===== src/ppt_pkg.sv =====
// Package with register map, field layout and timing constants of the process phase timer.
package ppt_pkg;

  // ****************************************************************
  // Register offsets (byte addresses, one 32-bit word each).
  // ****************************************************************
  localparam logic [7:0] PPT_OFS_CTRL = 8'h00;
  localparam logic [7:0] PPT_OFS_RUN = 8'h04;
  localparam logic [7:0] PPT_OFS_LEAD = 8'h08;
  localparam logic [7:0] PPT_OFS_AFTER = 8'h0c;
  localparam logic [7:0] PPT_OFS_BAND = 8'h10;
  localparam logic [7:0] PPT_OFS_STAT = 8'h14;
  localparam logic [7:0] PPT_OFS_IRQ = 8'h18;
  localparam logic [7:0] PPT_OFS_MASK = 8'h1c;
  localparam logic [7:0] PPT_OFS_COUNT = 8'h20;

  // ****************************************************************
  // Control register fields.
  // ****************************************************************
  localparam int PPT_CTRL_EN_BIT = 0;
  localparam int PPT_CTRL_UNIT_LSB = 1;
  localparam int PPT_CTRL_LOWACT_BIT = 3;

  // ****************************************************************
  // Reset values and limits.
  // ****************************************************************
  localparam logic [31:0] PPT_CTRL_RST = 32'h0000_0000;
  localparam logic [15:0] PPT_TIME_RST = 16'h0000;
  localparam logic [15:0] PPT_LEAD_MAX = 16'h270f;
  localparam logic [15:0] PPT_BAND_MAX = 16'h270f;
  localparam logic [15:0] PPT_AFTER_INF = 16'hffff;
  localparam logic [7:0] PPT_LIM_MS_HI = 8'h3b;
  localparam logic [7:0] PPT_LIM_MS_LO = 8'h3b;
  localparam logic [7:0] PPT_LIM_HM_HI = 8'h17;
  localparam logic [7:0] PPT_LIM_HM_LO = 8'h3b;
  localparam logic [7:0] PPT_LIM_DH_HI = 8'h63;
  localparam logic [7:0] PPT_LIM_DH_LO = 8'h17;

  // ****************************************************************
  // Timing: the time base ticks once per second at the 100 MHz clock.
  // ****************************************************************
  localparam longint PPT_CLK_HZ = 100000000;
  localparam longint PPT_TICK_S = 1;
  localparam longint PPT_TICK_CYC = PPT_CLK_HZ * PPT_TICK_S;

  // ****************************************************************
  // Types.
  // ****************************************************************
  typedef enum logic [1:0] {
    PPT_UNIT_MS = 2'b00,
    PPT_UNIT_HM = 2'b01,
    PPT_UNIT_DH = 2'b10
  } ppt_unit_t;

  typedef enum logic [1:0] {
    PPT_IDLE = 2'b00,
    PPT_LEAD = 2'b01,
    PPT_RUN = 2'b10,
    PPT_AFTER = 2'b11
  } ppt_state_t;

  // Selected binary control inputs, asynchronous to the clock.
  typedef struct packed {
    logic start;
    logic cancel;
    logic stop;
    logic restart;
    logic ack;
  } ppt_ctl_t;

  // Interrupt events: run start, run end, after-run end, cancel.
  localparam int PPT_IRQ_W = 4;

endpackage : ppt_pkg


===== src/ppt_timer.sv =====
// Process phase timer: lead, run and after-run phases with Avalon-MM registers.
//
// Contract
// - Units mm:ss, hh:mm, dd:hh; mm:ss default.
// - Run time clamped per unit; default zero.
// - Lead phase 0 to 9999 seconds.
// - After-run -1 to 9999; -1 waits acknowledge.
// - End signal high during whole nonzero after-run.
// - Acknowledge edge ends nonzero after-run.
// - Start on rising start edge.
// - Start honoured only idle or after-run.
// - Cancel aborts during run phase only.
// - Stop level freezes lead and run.
// - Restart edge resets run count, run only.
// - Restart skips the lead phase.
// - Running output polarity selectable.
// - Nonzero band holds the run count until the band is first reached.
// - Zero band disables gating.
module ppt_timer
  import ppt_pkg::*;
#(
  parameter longint TICK_CYC = PPT_TICK_CYC
) (
  // Clock and reset.
  input wire logic clock,
  input wire logic nrst,
  // Avalon-MM slave.
  input wire logic [7:0] avs_address,
  input wire logic avs_read,
  input wire logic avs_write,
  input wire logic [31:0] avs_writedata,
  input wire logic [3:0] avs_byteenable,
  output logic [31:0] avs_readdata,
  output logic avs_waitrequest,
  // Selected signals.
  input wire ppt_ctl_t ctl_in,
  input wire logic signed [15:0] actual_val,
  input wire logic signed [15:0] setpoint_val,
  // Indications.
  output logic run_out,
  output logic end_out,
  output logic irq
);

  // Elaboration stops on a tick length that the 32-bit divider cannot hold.
  if (TICK_CYC < 1 || TICK_CYC > 64'h0000_0000_ffff_ffff) begin : g_tick_chk
    $error("TICK_CYC out of range");
  end

  // Merge byte lanes of a write into an old value.
  function automatic logic [31:0] be_merge(input logic [31:0] old, input logic [31:0] wd,
                                           input logic [3:0] be);
    logic [31:0] res;
    res = old;
    for (int i = 0; i < 4; i++) begin
      if (be[i]) begin
        res[i*8 +: 8] = wd[i*8 +: 8];
      end
    end
    return res;
  endfunction : be_merge

  // Run duration in seconds from the two display fields and the unit.
  function automatic logic [23:0] run_secs(input logic [15:0] t, input ppt_unit_t u);
    logic [23:0] hi;
    logic [23:0] lo;
    hi = {16'h0000, t[15:8]};
    lo = {16'h0000, t[7:0]};
    unique case (u)
      PPT_UNIT_HM: return 24'((hi * 24'd3600) + (lo * 24'd60));
      PPT_UNIT_DH: return 24'((hi * 24'd86400) + (lo * 24'd3600));
      default: return 24'((hi * 24'd60) + lo);
    endcase
  endfunction : run_secs

  // ****************************************************************
  // Input synchronisers and edge detection.
  // ****************************************************************
  ppt_ctl_t sync1_r;
  ppt_ctl_t sync2_r;
  ppt_ctl_t prev_r;
  ppt_ctl_t rise;

  // Three flops per selected signal; the first is never looked at, the third only for edge detection.
  always_ff @(posedge clock or negedge nrst) begin
    if (!nrst) begin
      sync1_r <= '0;
      sync2_r <= '0;
      prev_r <= '0;
    end else begin
      sync1_r <= ctl_in;
      sync2_r <= sync1_r;
      prev_r <= sync2_r;
    end
  end

  // Flops reset low, the idle level of every selector, so no false edge follows reset.
  assign rise = sync2_r & ~prev_r;

  // ****************************************************************
  // One-second time base.
  // ****************************************************************
  logic [31:0] div_r;
  logic tick;

  // Divider free-runs; a stopped timer simply skips ticks.
  always_ff @(posedge clock or negedge nrst) begin
    if (!nrst) begin
      div_r <= '0;
    end else if (div_r == 32'(TICK_CYC - 1)) begin
      div_r <= '0;
    end else begin
      div_r <= div_r + 32'h0000_0001;
    end
  end

  // The first second of a phase may be short, as the divider is never restarted.
  assign tick = (div_r == 32'(TICK_CYC - 1));

  // ****************************************************************
  // Configuration registers.
  // ****************************************************************
  logic [31:0] ctrl_r;
  logic [15:0] run_r;
  logic [15:0] lead_r;
  logic [15:0] after_r;
  logic [15:0] band_r;
  logic [PPT_IRQ_W-1:0] irq_r;
  logic [PPT_IRQ_W-1:0] mask_r;
  logic [31:0] wr_val;
  logic wr_go;
  logic enable;
  ppt_unit_t unit;
  logic [7:0] lim_hi;
  logic [7:0] lim_lo;

  assign wr_go = avs_write && !avs_waitrequest;
  assign enable = ctrl_r[PPT_CTRL_EN_BIT];
  assign unit = ppt_unit_t'(ctrl_r[PPT_CTRL_UNIT_LSB +: 2]);

  // Field limits of the run time for the current unit.
  always_comb begin
    unique case (unit)
      PPT_UNIT_HM: begin
        lim_hi = PPT_LIM_HM_HI;
        lim_lo = PPT_LIM_HM_LO;
      end
      PPT_UNIT_DH: begin
        lim_hi = PPT_LIM_DH_HI;
        lim_lo = PPT_LIM_DH_LO;
      end
      default: begin
        lim_hi = PPT_LIM_MS_HI;
        lim_lo = PPT_LIM_MS_LO;
      end
    endcase
  end

  // Merged write value for the addressed register.
  always_comb begin
    unique case (avs_address)
      PPT_OFS_CTRL: wr_val = be_merge(ctrl_r, avs_writedata, avs_byteenable);
      PPT_OFS_RUN: wr_val = be_merge({16'h0000, run_r}, avs_writedata, avs_byteenable);
      PPT_OFS_LEAD: wr_val = be_merge({16'h0000, lead_r}, avs_writedata, avs_byteenable);
      PPT_OFS_AFTER: wr_val = be_merge({16'h0000, after_r}, avs_writedata, avs_byteenable);
      PPT_OFS_BAND: wr_val = be_merge({16'h0000, band_r}, avs_writedata, avs_byteenable);
      default: wr_val = be_merge(32'h0000_0000, avs_writedata, avs_byteenable);
    endcase
  end

  // Writes clamp to the legal ranges; the run time only to the limits of the unit set when it is written.
  always_ff @(posedge clock or negedge nrst) begin
    if (!nrst) begin
      ctrl_r <= PPT_CTRL_RST;
      run_r <= PPT_TIME_RST;
      lead_r <= PPT_TIME_RST;
      after_r <= PPT_TIME_RST;
      band_r <= PPT_TIME_RST;
      mask_r <= '0;
    end else if (wr_go) begin
      unique case (avs_address)
        PPT_OFS_CTRL: begin
          ctrl_r <= {28'h000_0000, wr_val[3:0]};
          // Unit code 3 names no unit, so it falls back to the default.
          if (wr_val[2:1] == 2'b11) begin
            ctrl_r[2:1] <= PPT_UNIT_MS;
          end
        end
        PPT_OFS_RUN: begin
          run_r[15:8] <= (wr_val[15:8] > lim_hi) ? lim_hi : wr_val[15:8];
          run_r[7:0] <= (wr_val[7:0] > lim_lo) ? lim_lo : wr_val[7:0];
        end
        PPT_OFS_LEAD: lead_r <= (wr_val[15:0] > PPT_LEAD_MAX) ? PPT_LEAD_MAX : wr_val[15:0];
        PPT_OFS_AFTER: begin
          if (wr_val[15:0] == PPT_AFTER_INF) begin
            after_r <= PPT_AFTER_INF;
          end else begin
            after_r <= (wr_val[15:0] > PPT_LEAD_MAX) ? PPT_LEAD_MAX : wr_val[15:0];
          end
        end
        PPT_OFS_BAND: band_r <= (wr_val[15:0] > PPT_BAND_MAX) ? PPT_BAND_MAX : wr_val[15:0];
        PPT_OFS_MASK: mask_r <= wr_val[PPT_IRQ_W-1:0];
        default: begin
        end
      endcase
    end
  end

  // ****************************************************************
  // Phase sequencer.
  // ****************************************************************
  ppt_state_t state_r;
  logic [23:0] cnt_r;
  logic in_band;
  logic signed [16:0] diff;
  logic [16:0] adiff;
  logic [PPT_IRQ_W-1:0] ev;
  logic band_hit_r;

  // One extra bit keeps the difference of two extreme values from wrapping.
  assign diff = 17'(actual_val) - 17'(setpoint_val);
  assign adiff = diff[16] ? 17'(-diff) : 17'(diff);
  assign in_band = (band_r == 16'h0000) || (adiff <= {1'b0, band_r});

  // The band only delays the first counted second; once reached, the run keeps
  // counting even if the actual value drifts out again.
  always_ff @(posedge clock or negedge nrst) begin
    if (!nrst) begin
      band_hit_r <= 1'b0;
    end else if (!enable || state_r != PPT_RUN) begin
      band_hit_r <= 1'b0;
    end else if (in_band) begin
      band_hit_r <= 1'b1;
    end
  end

  // Phases move idle, lead, run, after-run; zero durations fall through at once.
  always_ff @(posedge clock or negedge nrst) begin
    if (!nrst) begin
      state_r <= PPT_IDLE;
      cnt_r <= '0;
    end else if (!enable) begin
      state_r <= PPT_IDLE;
      cnt_r <= '0;
    end else begin
      unique case (state_r)
        PPT_IDLE: begin
          if (rise.start) begin
            state_r <= PPT_LEAD;
            cnt_r <= {8'h00, lead_r};
          end
        end
        PPT_LEAD: begin
          if (cnt_r == 24'h00_0000) begin
            state_r <= PPT_RUN;
            cnt_r <= run_secs(run_r, unit);
          end else if (tick && !sync2_r.stop) begin
            cnt_r <= cnt_r - 24'h00_0001;
          end
        end
        PPT_RUN: begin
          if (rise.cancel) begin
            state_r <= PPT_IDLE;
            cnt_r <= '0;
          end else if (rise.restart) begin
            cnt_r <= run_secs(run_r, unit);
          end else if (cnt_r == 24'h00_0000) begin
            state_r <= PPT_AFTER;
            cnt_r <= {8'h00, after_r};
          end else if (tick && !sync2_r.stop && (in_band || band_hit_r)) begin
            cnt_r <= cnt_r - 24'h00_0001;
          end
        end
        PPT_AFTER: begin
          if (rise.start) begin
            state_r <= PPT_LEAD;
            cnt_r <= {8'h00, lead_r};
          end else if (after_r != 16'h0000 && rise.ack) begin
            state_r <= PPT_IDLE;
            cnt_r <= '0;
          end else if (after_r != PPT_AFTER_INF) begin
            // Only a finite after-run times out; the endless one waits for ack.
            if (cnt_r == 24'h00_0000) begin
              state_r <= PPT_IDLE;
            end else if (tick) begin
              cnt_r <= cnt_r - 24'h00_0001;
            end
          end
        end
      endcase
    end
  end

  // ****************************************************************
  // Outputs and interrupts.
  // ****************************************************************
  // Zero after-run shows no end pulse since end_out is gated off while after_r is zero.
  always_ff @(posedge clock or negedge nrst) begin
    if (!nrst) begin
      run_out <= 1'b0;
      end_out <= 1'b0;
    end else begin
      run_out <= ((state_r == PPT_LEAD) || (state_r == PPT_RUN)) ^ ctrl_r[PPT_CTRL_LOWACT_BIT];
      end_out <= enable && (state_r == PPT_AFTER) && (after_r != 16'h0000);
    end
  end

  // Events: run entered, after-run entered, after-run left, cancel taken.
  always_comb begin
    ev[0] = enable && state_r == PPT_LEAD && cnt_r == 24'h00_0000;
    ev[1] = enable && state_r == PPT_RUN && !rise.cancel && !rise.restart
            && cnt_r == 24'h00_0000;
    ev[2] = enable && state_r == PPT_AFTER && !rise.start
            && ((after_r != 16'h0000 && rise.ack)
            || (after_r != PPT_AFTER_INF && cnt_r == 24'h00_0000));
    ev[3] = enable && state_r == PPT_RUN && rise.cancel;
  end

  // Write one clears, but a new event in the same cycle wins.
  always_ff @(posedge clock or negedge nrst) begin
    if (!nrst) begin
      irq_r <= '0;
    end else if (wr_go && avs_address == PPT_OFS_IRQ) begin
      irq_r <= (irq_r & ~wr_val[PPT_IRQ_W-1:0]) | ev;
    end else begin
      irq_r <= irq_r | ev;
    end
  end

  // Level output; it drops as soon as software clears or masks the last bit.
  assign irq = |(irq_r & mask_r);

  // ****************************************************************
  // Bus read path: one wait cycle per access keeps read data registered.
  // ****************************************************************
  logic ack_r;

  // Waitrequest drops for one cycle one cycle after a request appears.
  always_ff @(posedge clock or negedge nrst) begin
    if (!nrst) begin
      ack_r <= 1'b0;
    end else begin
      ack_r <= (avs_read || avs_write) && !ack_r;
    end
  end

  // Answering from a flop costs a cycle but keeps the bus path short.
  assign avs_waitrequest = !ack_r;

  // Read data is taken in the request cycle so it stands when waitrequest drops.
  // Read mux; unmapped offsets return zero.
  always_ff @(posedge clock or negedge nrst) begin
    if (!nrst) begin
      avs_readdata <= '0;
    end else if (avs_read && !ack_r) begin
      unique case (avs_address)
        PPT_OFS_CTRL: avs_readdata <= ctrl_r;
        PPT_OFS_RUN: avs_readdata <= {16'h0000, run_r};
        PPT_OFS_LEAD: avs_readdata <= {16'h0000, lead_r};
        PPT_OFS_AFTER: avs_readdata <= {16'h0000, after_r};
        PPT_OFS_BAND: avs_readdata <= {16'h0000, band_r};
        PPT_OFS_STAT: avs_readdata <= {28'h000_0000, end_out, in_band, state_r};
        PPT_OFS_IRQ: avs_readdata <= {28'h000_0000, irq_r};
        PPT_OFS_MASK: avs_readdata <= {28'h000_0000, mask_r};
        PPT_OFS_COUNT: avs_readdata <= {8'h00, cnt_r};
        default: avs_readdata <= '0;
      endcase
    end
  end

endmodule : ppt_timer


===== config.mk =====
export PLATFORM = sky130hd
export DESIGN_NAME = ppt_timer
export DESIGN_NICKNAME = d
export VERILOG_FILES = /design/src/ppt_pkg.sv /design/src/ppt_timer.sv
export SDC_FILE = /design/constraint.sdc
export NUM_CORES = 1
export LEC_CHECK = 0
export ABC_AREA = 1
export ABC_CLOCK_PERIOD_IN_PS = 4500
export BUFFER_PORTS_ARGS = -buffer_cell sky130_fd_sc_hd__buf_2
export CAP_MARGIN = 10
export CORE_MARGIN = 10
export CORE_UTILIZATION = 30
export CTS_CLUSTER_SIZE = 24
export DETAILED_ROUTE_END_ITERATION = 12
export GPL_TIMING_DRIVEN = 0
export PLACE_DENSITY = 0.49
export SLEW_MARGIN = 20
export SYNTH_ARGS = -nofsm -noshare
export SYNTH_HDL_FRONTEND = slang
export SYNTH_SLANG_ARGS = --single-unit

===== constraint.sdc =====
create_clock -name clock -period 4.5 [get_ports clock]
set_input_delay 0.675 -clock clock [delete_from_list [all_inputs] [get_ports clock]]
set_output_delay 0.675 -clock clock [all_outputs]
set_load 0.005 [all_outputs]

==> impl_metrics.yaml, run 1 <==
final_layout:
  final_cell_mix: "nand2_1, inv_1, nor2_1"
  regArea_um2: 4440
  multiInputGateArea_um2: 13400
  drive_above_1_share_pct: 17.8
  num-fill-cells: 6609
  layout_commonest_cell: "nand2_1"
  syn_to_final_growth_pct: 20.5
  fin_cells: 3736
  final_nets: 3225
clocking:
  cts_hold_buf: 0
  clock-root-buffer: "clkbuf_16"
  cts.htree.levels: 4
  cts_buffers: 17
  cts_buffer_depth: 2
  clk_pin_slew_ps: 80
  tritoncts: "done"
  clock_latency_ps: 470
  clock_sinks: 176
setup_path:
  cp-end-kind: "flop"
  r2r_start: "run_r[2]"
  rrSetupSlack_ps: -320
  r2r-end: "cnt_r[20]"
  cp.required_ps: 4880
  startpoint: "run_r[2]"
  endpoint: "cnt_r[20]"
  path_class: "reg2reg"
  reg2reg_depth: 27
  crit_path_start_kind: "flop"
  arrival_ps: 5200
  cp_max_fo: 5
floorplan:
  ios: 121
  die_y_um: 270
  die_area_um2: 72700
  rows: 91
  initial_core_util_pct: 30.3
  core_um2: 61700
  die_w_um: 270
place:
  placedCellCount: 3631
  place_congestion: 0.966
  io_buffers: 93
  place_ws_ps: -1270
  place_hpwl_um: 56800
drt:
  vias: 18900
  drcViolationCount: 0
  wl_met3_um: 3400
  top_layer_used: "met5"
  vias_per_cell: 5.07
  wl_per_cell_um: 18.9
  wl_met2_um: 32600
  drt_iter0_markers: 1258
  dr.pass1.iters: 5
  wl_met1_um: 32000
  ant_nets: 0
  routed_wl_um: 70600
yosys:
  avgSynthCellArea_um2: 6.95
  ys_top_cells_by_area: "dfrtp_1, ha_1, nand2_1, inv_1, nor2_1"
  synth_largest_area_cell: "dfrtp_1"
  synth_area_um2: 18700
  synth_cells: 2691
  synth_warnings: 0
  synth-async-reset-ratio_pct: 100
  netlist.area_leader.share_pct: 23.6
  synth-seq-cells: 176
  synthFlopType: "dfrtp_1"
  ys_seq_area_share_pct: 23.6
  ys_types: 67
  synth_edf_count: 0
sta:
  rsz0062_at_grt: "true"
  drv_slew: 0
  relSlewSlack_pct: 33.0
  fin_skew_ps: 31.4
  fin_crit_ps: 4820
  fin_ws_ps: -320
  tightest_slew_ps: 1000
  finalSetupViolCount: 11
  fin_worst_hold_slack_ps: 131
  hold_viol: 0
  fmax_mhz: 207
  period_share_pct: 107
power:
  power.density_nw_per_um2: 351
  leakage_uw: 0.0111
  sequentialPowerShare_pct: 21.3
  comb_power_share_pct: 59.0
  p_switching_uw: 3540
  vdd_drop_max_mv: 0.271
  swShare_pct: 44.8
  p_clk_share_pct: 19.7
  internal_power_uw: 4360
run:
  drv_cap: 0
worst_hold_path:
  hold_class: "in2async"
grt:
  antenna_found_initial: 1
  grt_pass1_wl_um: 109000
  grt-ovfl-total: 0
  grt.total_usage_pct: 18.9
  grt_pass1_vias: 18400
  grt_max_degree: 66
outcome:
  status: "finished, violations left"
  violations: "negative setup slack"
[logic make-up after synthesis]
kind of cell | after synthesis | share of synthesized area (%)
flops | 176 | 23.6
fa+ha+maj | 255 | 18.8
simple gates | 1235 | 29.3
compound gates | 478 | 14.7
xor+xnor | 80 | 3.75
buf+inv | 466 | 9.92
other cells | 1 | 0.0201
[cell usage after synthesis, types with 9 or more instances]
cell type and count:
clkbuf_1 29, nand2_2 23, nand3_1 157, or2_2 10, inv_1 390, nand2_1 644
ha_1 212, o211ai_1 14, a21oi_1 141, o21bai_1 12, nor2_1 242, xor2_1 50
nand4_1 41, dfrtp_1 176, xnor2_1 30, inv_2 13, o22ai_1 38, a21o_1 10
nor3_1 37, fa_1 43, o21ai_1 40, nor2_4 11, nand3b_1 13, o21ai_0 162
nor4_1 18, nand3_2 12, buf_2 9
[timing repair]
item	4_1_cts	5_1_grt
pin swaps	67	84
buffers inserted	35	37
endpoints found under the hold margin	0	0
resized for setup	136	112
setup endpoints to repair	15	26
[sequential cells by signal, summed over array words and instances, names as in the netlist, 4 cells and up]
name,count
after_r,16
avs_readdata,24
band_r,16
cnt_r,24
ctrl_r,4
div_r,32
irq_r,4
lead_r,16
mask_r,4
prev_r,4
run_r,16
sync1_r,5
sync2_r,5
[power groups by stage]
stage	clock network, uW	registers [uW]	logic, uW
floorplan	0	1680	2610
global placement	0	1720	3450
detailed placement	0	1720	3490
CTS	1600	1680	4090
global route	1660	1680	5180
finish	1560	1680	4660
[how the worst min path moves through the flow]
stage	startpoint	to	slack, ps
3_5_place_dp	sync1_r[0]	sync2_r[0]	330
5_1_grt	nrst	div_r[22]	150
6_report	nrst	div_r[22]	130
4_1_cts	nrst	div_r[22]	120
2_1_floorplan	sync1_r[0]	sync2_r[0]	330
3_3_place_gp	sync1_r[3]	sync2_r[3]	330
[worst max-delay path, stage by stage (launching register included)]
cell	delay [ps]
dfrtp_2	470
fa_2	590
ha_4	220
ha_4	220
ha_4	270
ha_4	130
inv_2	40
fa_2	370
o21ai_2	180
a21oi_2	80
o21ai_2	140
xnor2_1	150
inv_1	110
ha_4	250
a21o_1	180
a31oi_1	180
nand3_2	150
nand2_2	100
nand2_4	70
nand2_4	80
nand2_2	70
o21ai_4	180
nand2_2	100
nand2_1	90
nand2_1	50
nor2_1	100
nand3_1	80
nand2_1	70
[per-layer routing]
layer  vias to the layer above  track usage (%)
met1                      9089             25.2
met4                         2             6.51
met5                         -                0
met2                       510             31.3
met3                       103             2.04
li1                       9235                -
[per-stage QoR]
step / total power, uW / cell area, um^2 / util, % / setup TNS [ps]
CTS: 7380 / 21800 / 35.4 / -2200
detailed placement: 5210 / 20300 / 33.0 / -15410
finish: 7900 / 22500 / 36.5 / -2240
floorplan: 4290 / 18700 / - / 0
global placement: 5170 / 20300 / 32.8 / -49400
global route: 8520 / 22500 / 36.5 / -6320
[cell type report]
cell class | count | share of cell area [%]
multi-input combinational | 2056 | 59.7
sequential | 176 | 19.7
inverter | 410 | 6.89
timing repair buffer | 168 | 4.96
tap | 837 | 4.65
clock buffer | 18 | 1.90
buffer | 56 | 1.48
clock inverter | 14 | 0.738
antenna | 1 | 0.0111
(Power assumes the default switching activity.)
==> run 2: changes to the inputs <==
--- a/config.mk
+++ b/config.mk
@@ -7,7 +7,7 @@
 export LEC_CHECK = 0
 export ABC_AREA = 1
 export ABC_CLOCK_PERIOD_IN_PS = 4500
-export BUFFER_PORTS_ARGS = -buffer_cell sky130_fd_sc_hd__buf_2
+export BUFFER_PORTS_ARGS = -buffer_cell sky130_fd_sc_hd__buf_4
 export CAP_MARGIN = 10
 export CORE_MARGIN = 10
 export CORE_UTILIZATION = 30
==> run 2 against run 1 <==
The run still ends with negative setup slack left. Final cell count fell by 0.27%. Wire length fell by 0.73%. Non-clock buffer count fell by 9. Highest routed layer is now met4. Cell area barely moved.
==> impl_metrics.yaml, run 2 (synthesized netlist as in run 1, its figures left out) <==
outcome:
  status: "finished, violations left"
  violations: "negative setup slack"
drt:
  drt_iter0_markers: 1429
  ant_nets: 0
  drcViolationCount: 0
  routed_wl_um: 70100
  wl_per_cell_um: 18.8
  vias: 18900
  vias_per_cell: 5.08
  dr.pass1.iters: 6
final_layout:
  final_nets: 3216
  largest_register_ffs: 32
  final_area_um2: 22600
  largest-register: "div_r"
  final_cell_mix: "nand2_1, inv_1, nor2_1"
  drive_above_1_share_pct: 17.2
  largestRegisters: "div_r x32, avs_readdata x24, cnt_r x24"
  fin_util_pct: 36.5
  multiInputGateArea_um2: 13400
  diodes: 0
  layout_commonest_cell: "nand2_1"
  syn_to_final_growth_pct: 20.6
  regArea_um2: 4440
  num-fill-cells: 6709
clocking:
  cts.htree.levels: 4
  clk_pin_slew_ps: 80
  cts_buffer_depth: 2
  tritoncts: "done"
  clock_latency_ps: 470
  clock-root-buffer: "clkbuf_16"
  cts_hold_buf: 0
  clock_sinks: 176
  cts_buffers: 17
grt:
  grt-ovfl-total: 0
  grt_pass1_wl_um: 108000
  antenna_found_initial: 1
  globalRouteMet1Util_pct: 25.3
  grt_max_degree: 96
  grtUsageMet3_pct: 2.80
  grt.total_usage_pct: 18.7
  grt_util_met2_pct: 30.9
  grt-busiest-layer: "met2"
  grt_pass1_vias: 18300
sta:
  drv_slew: 0
  fmax_mhz: 210
  finalSetupViolCount: 10
  tightest_slew_ps: 1020
  fin_setup_tns_ps: -1710
  fin_ws_ps: -253
  period_share_pct: 106
  hold_viol: 0
  rsz0062_at_grt: "true"
  relSlewSlack_pct: 31.9
  fin_skew_ps: 18.1
  fin_crit_ps: 4750
floorplan:
  rows: 91
  die_w_um: 270
  die_area_um2: 72700
  ios: 121
  initial_core_util_pct: 30.3
  core_um2: 61700
  die_y_um: 270
setup_path:
  crit_path_start_kind: "flop"
  path_class: "reg2reg"
  arrival_ps: 5150
  r2r_start: "run_r[14]"
  cp_max_fo: 4
  cp-end-kind: "flop"
  startpoint: "run_r[14]"
  cp.required_ps: 4900
place:
  place_congestion: 0.957
  placed_area_um2: 20500
  place_hpwl_um: 56300
  io_buffers: 93
power:
  power.density_nw_per_um2: 346
  vdd_drop_max_mv: 0.279
  leakage_uw: 0.0111
  total_power_uw: 7810
run:
  drv_cap: 0
worst_hold_path:
  hold_class: "in2async"
==> run 2: final cells by class <==
class                      count  share of cell area (%)
multi-input combinational   2056                    59.3
buffer                        56                    1.42
clock inverter                13                   0.549
clock buffer                  19                    1.96
inverter                     410                    6.88
tap                          837                    4.64
sequential                   176                    19.7
timing repair buffer         159                    5.58
==> run 2: metrics by stage <==
stage,instances,setup slack (ps),hold WS [ps]
5_1_grt,3726,-504,215
6_report,3726,-253,167
2_1_floorplan,2698,10.1,331
4_1_cts,3703,-294,218
3_3_place_gp,3628,-1280,332
3_5_place_dp,3630,-1290,335
==> run 2: timing repair <==
| item | in CTS | in global routing |
|---|---|---|
| buffers inserted | 41 | 23 |
| resized for setup | 129 | 98 |
| gates cloned | 0 | 0 |
| pin swaps | 73 | 78 |
| endpoints found under the setup margin | 15 | 25 |
==> run 2: layer usage <==
| layer | up-vias | wire length [um] |
|---|---|---|
| met2 | 521 | 32600 |
| met5 | - | 0 |
| li1 | 9223 | - |
| met1 | 9097 | 32400 |
| met3 | 90 | 3440 |
| met4 | 0 | 1650 |
==> run 2: worst max-delay path, stage by stage, from the launching register on <==
cell and delay, ps:
dfrtp_4 500, clkinvlp_4 160, ha_4 280, inv_2 40
fa_2 350, fa_2 560, ha_4 210, ha_4 270
a21oi_4 160, o21ai_2 80, a21o_1 160, xnor2_1 150
inv_1 100, ha_4 270, inv_2 90, o21bai_4 80
buf_4 130, buf_4 120, o21bai_1 160, a21oi_1 120
o21ai_1 130, nand2_2 110, nand2_2 60, nand2_1 80
nand2_1 50, nor2_1 100, nand3_1 80, nand2_1 90
==> run 2: path summary, 6_finish.rpt <==
check	to	cells past startpoint	slack [ps]
min reg2reg	sync2_r[3]	0	350
min	div_r[25]	1	170
max in group asynchronous	ctrl_r[3]	2	3380
max reg2reg	cnt_r[17]	27	-250
max	cnt_r[17]	27	-250
min in group clock	sync1_r[3]	1	310
==> run 2: power breakdown <==
part	switching (uW)	internal, uW	leakage, uW	total [uW]
Clock	744	743	0.000265	1490
Sequential	63.1	1620	0.00227	1680
Combinational	2730	1920	0.00858	4640
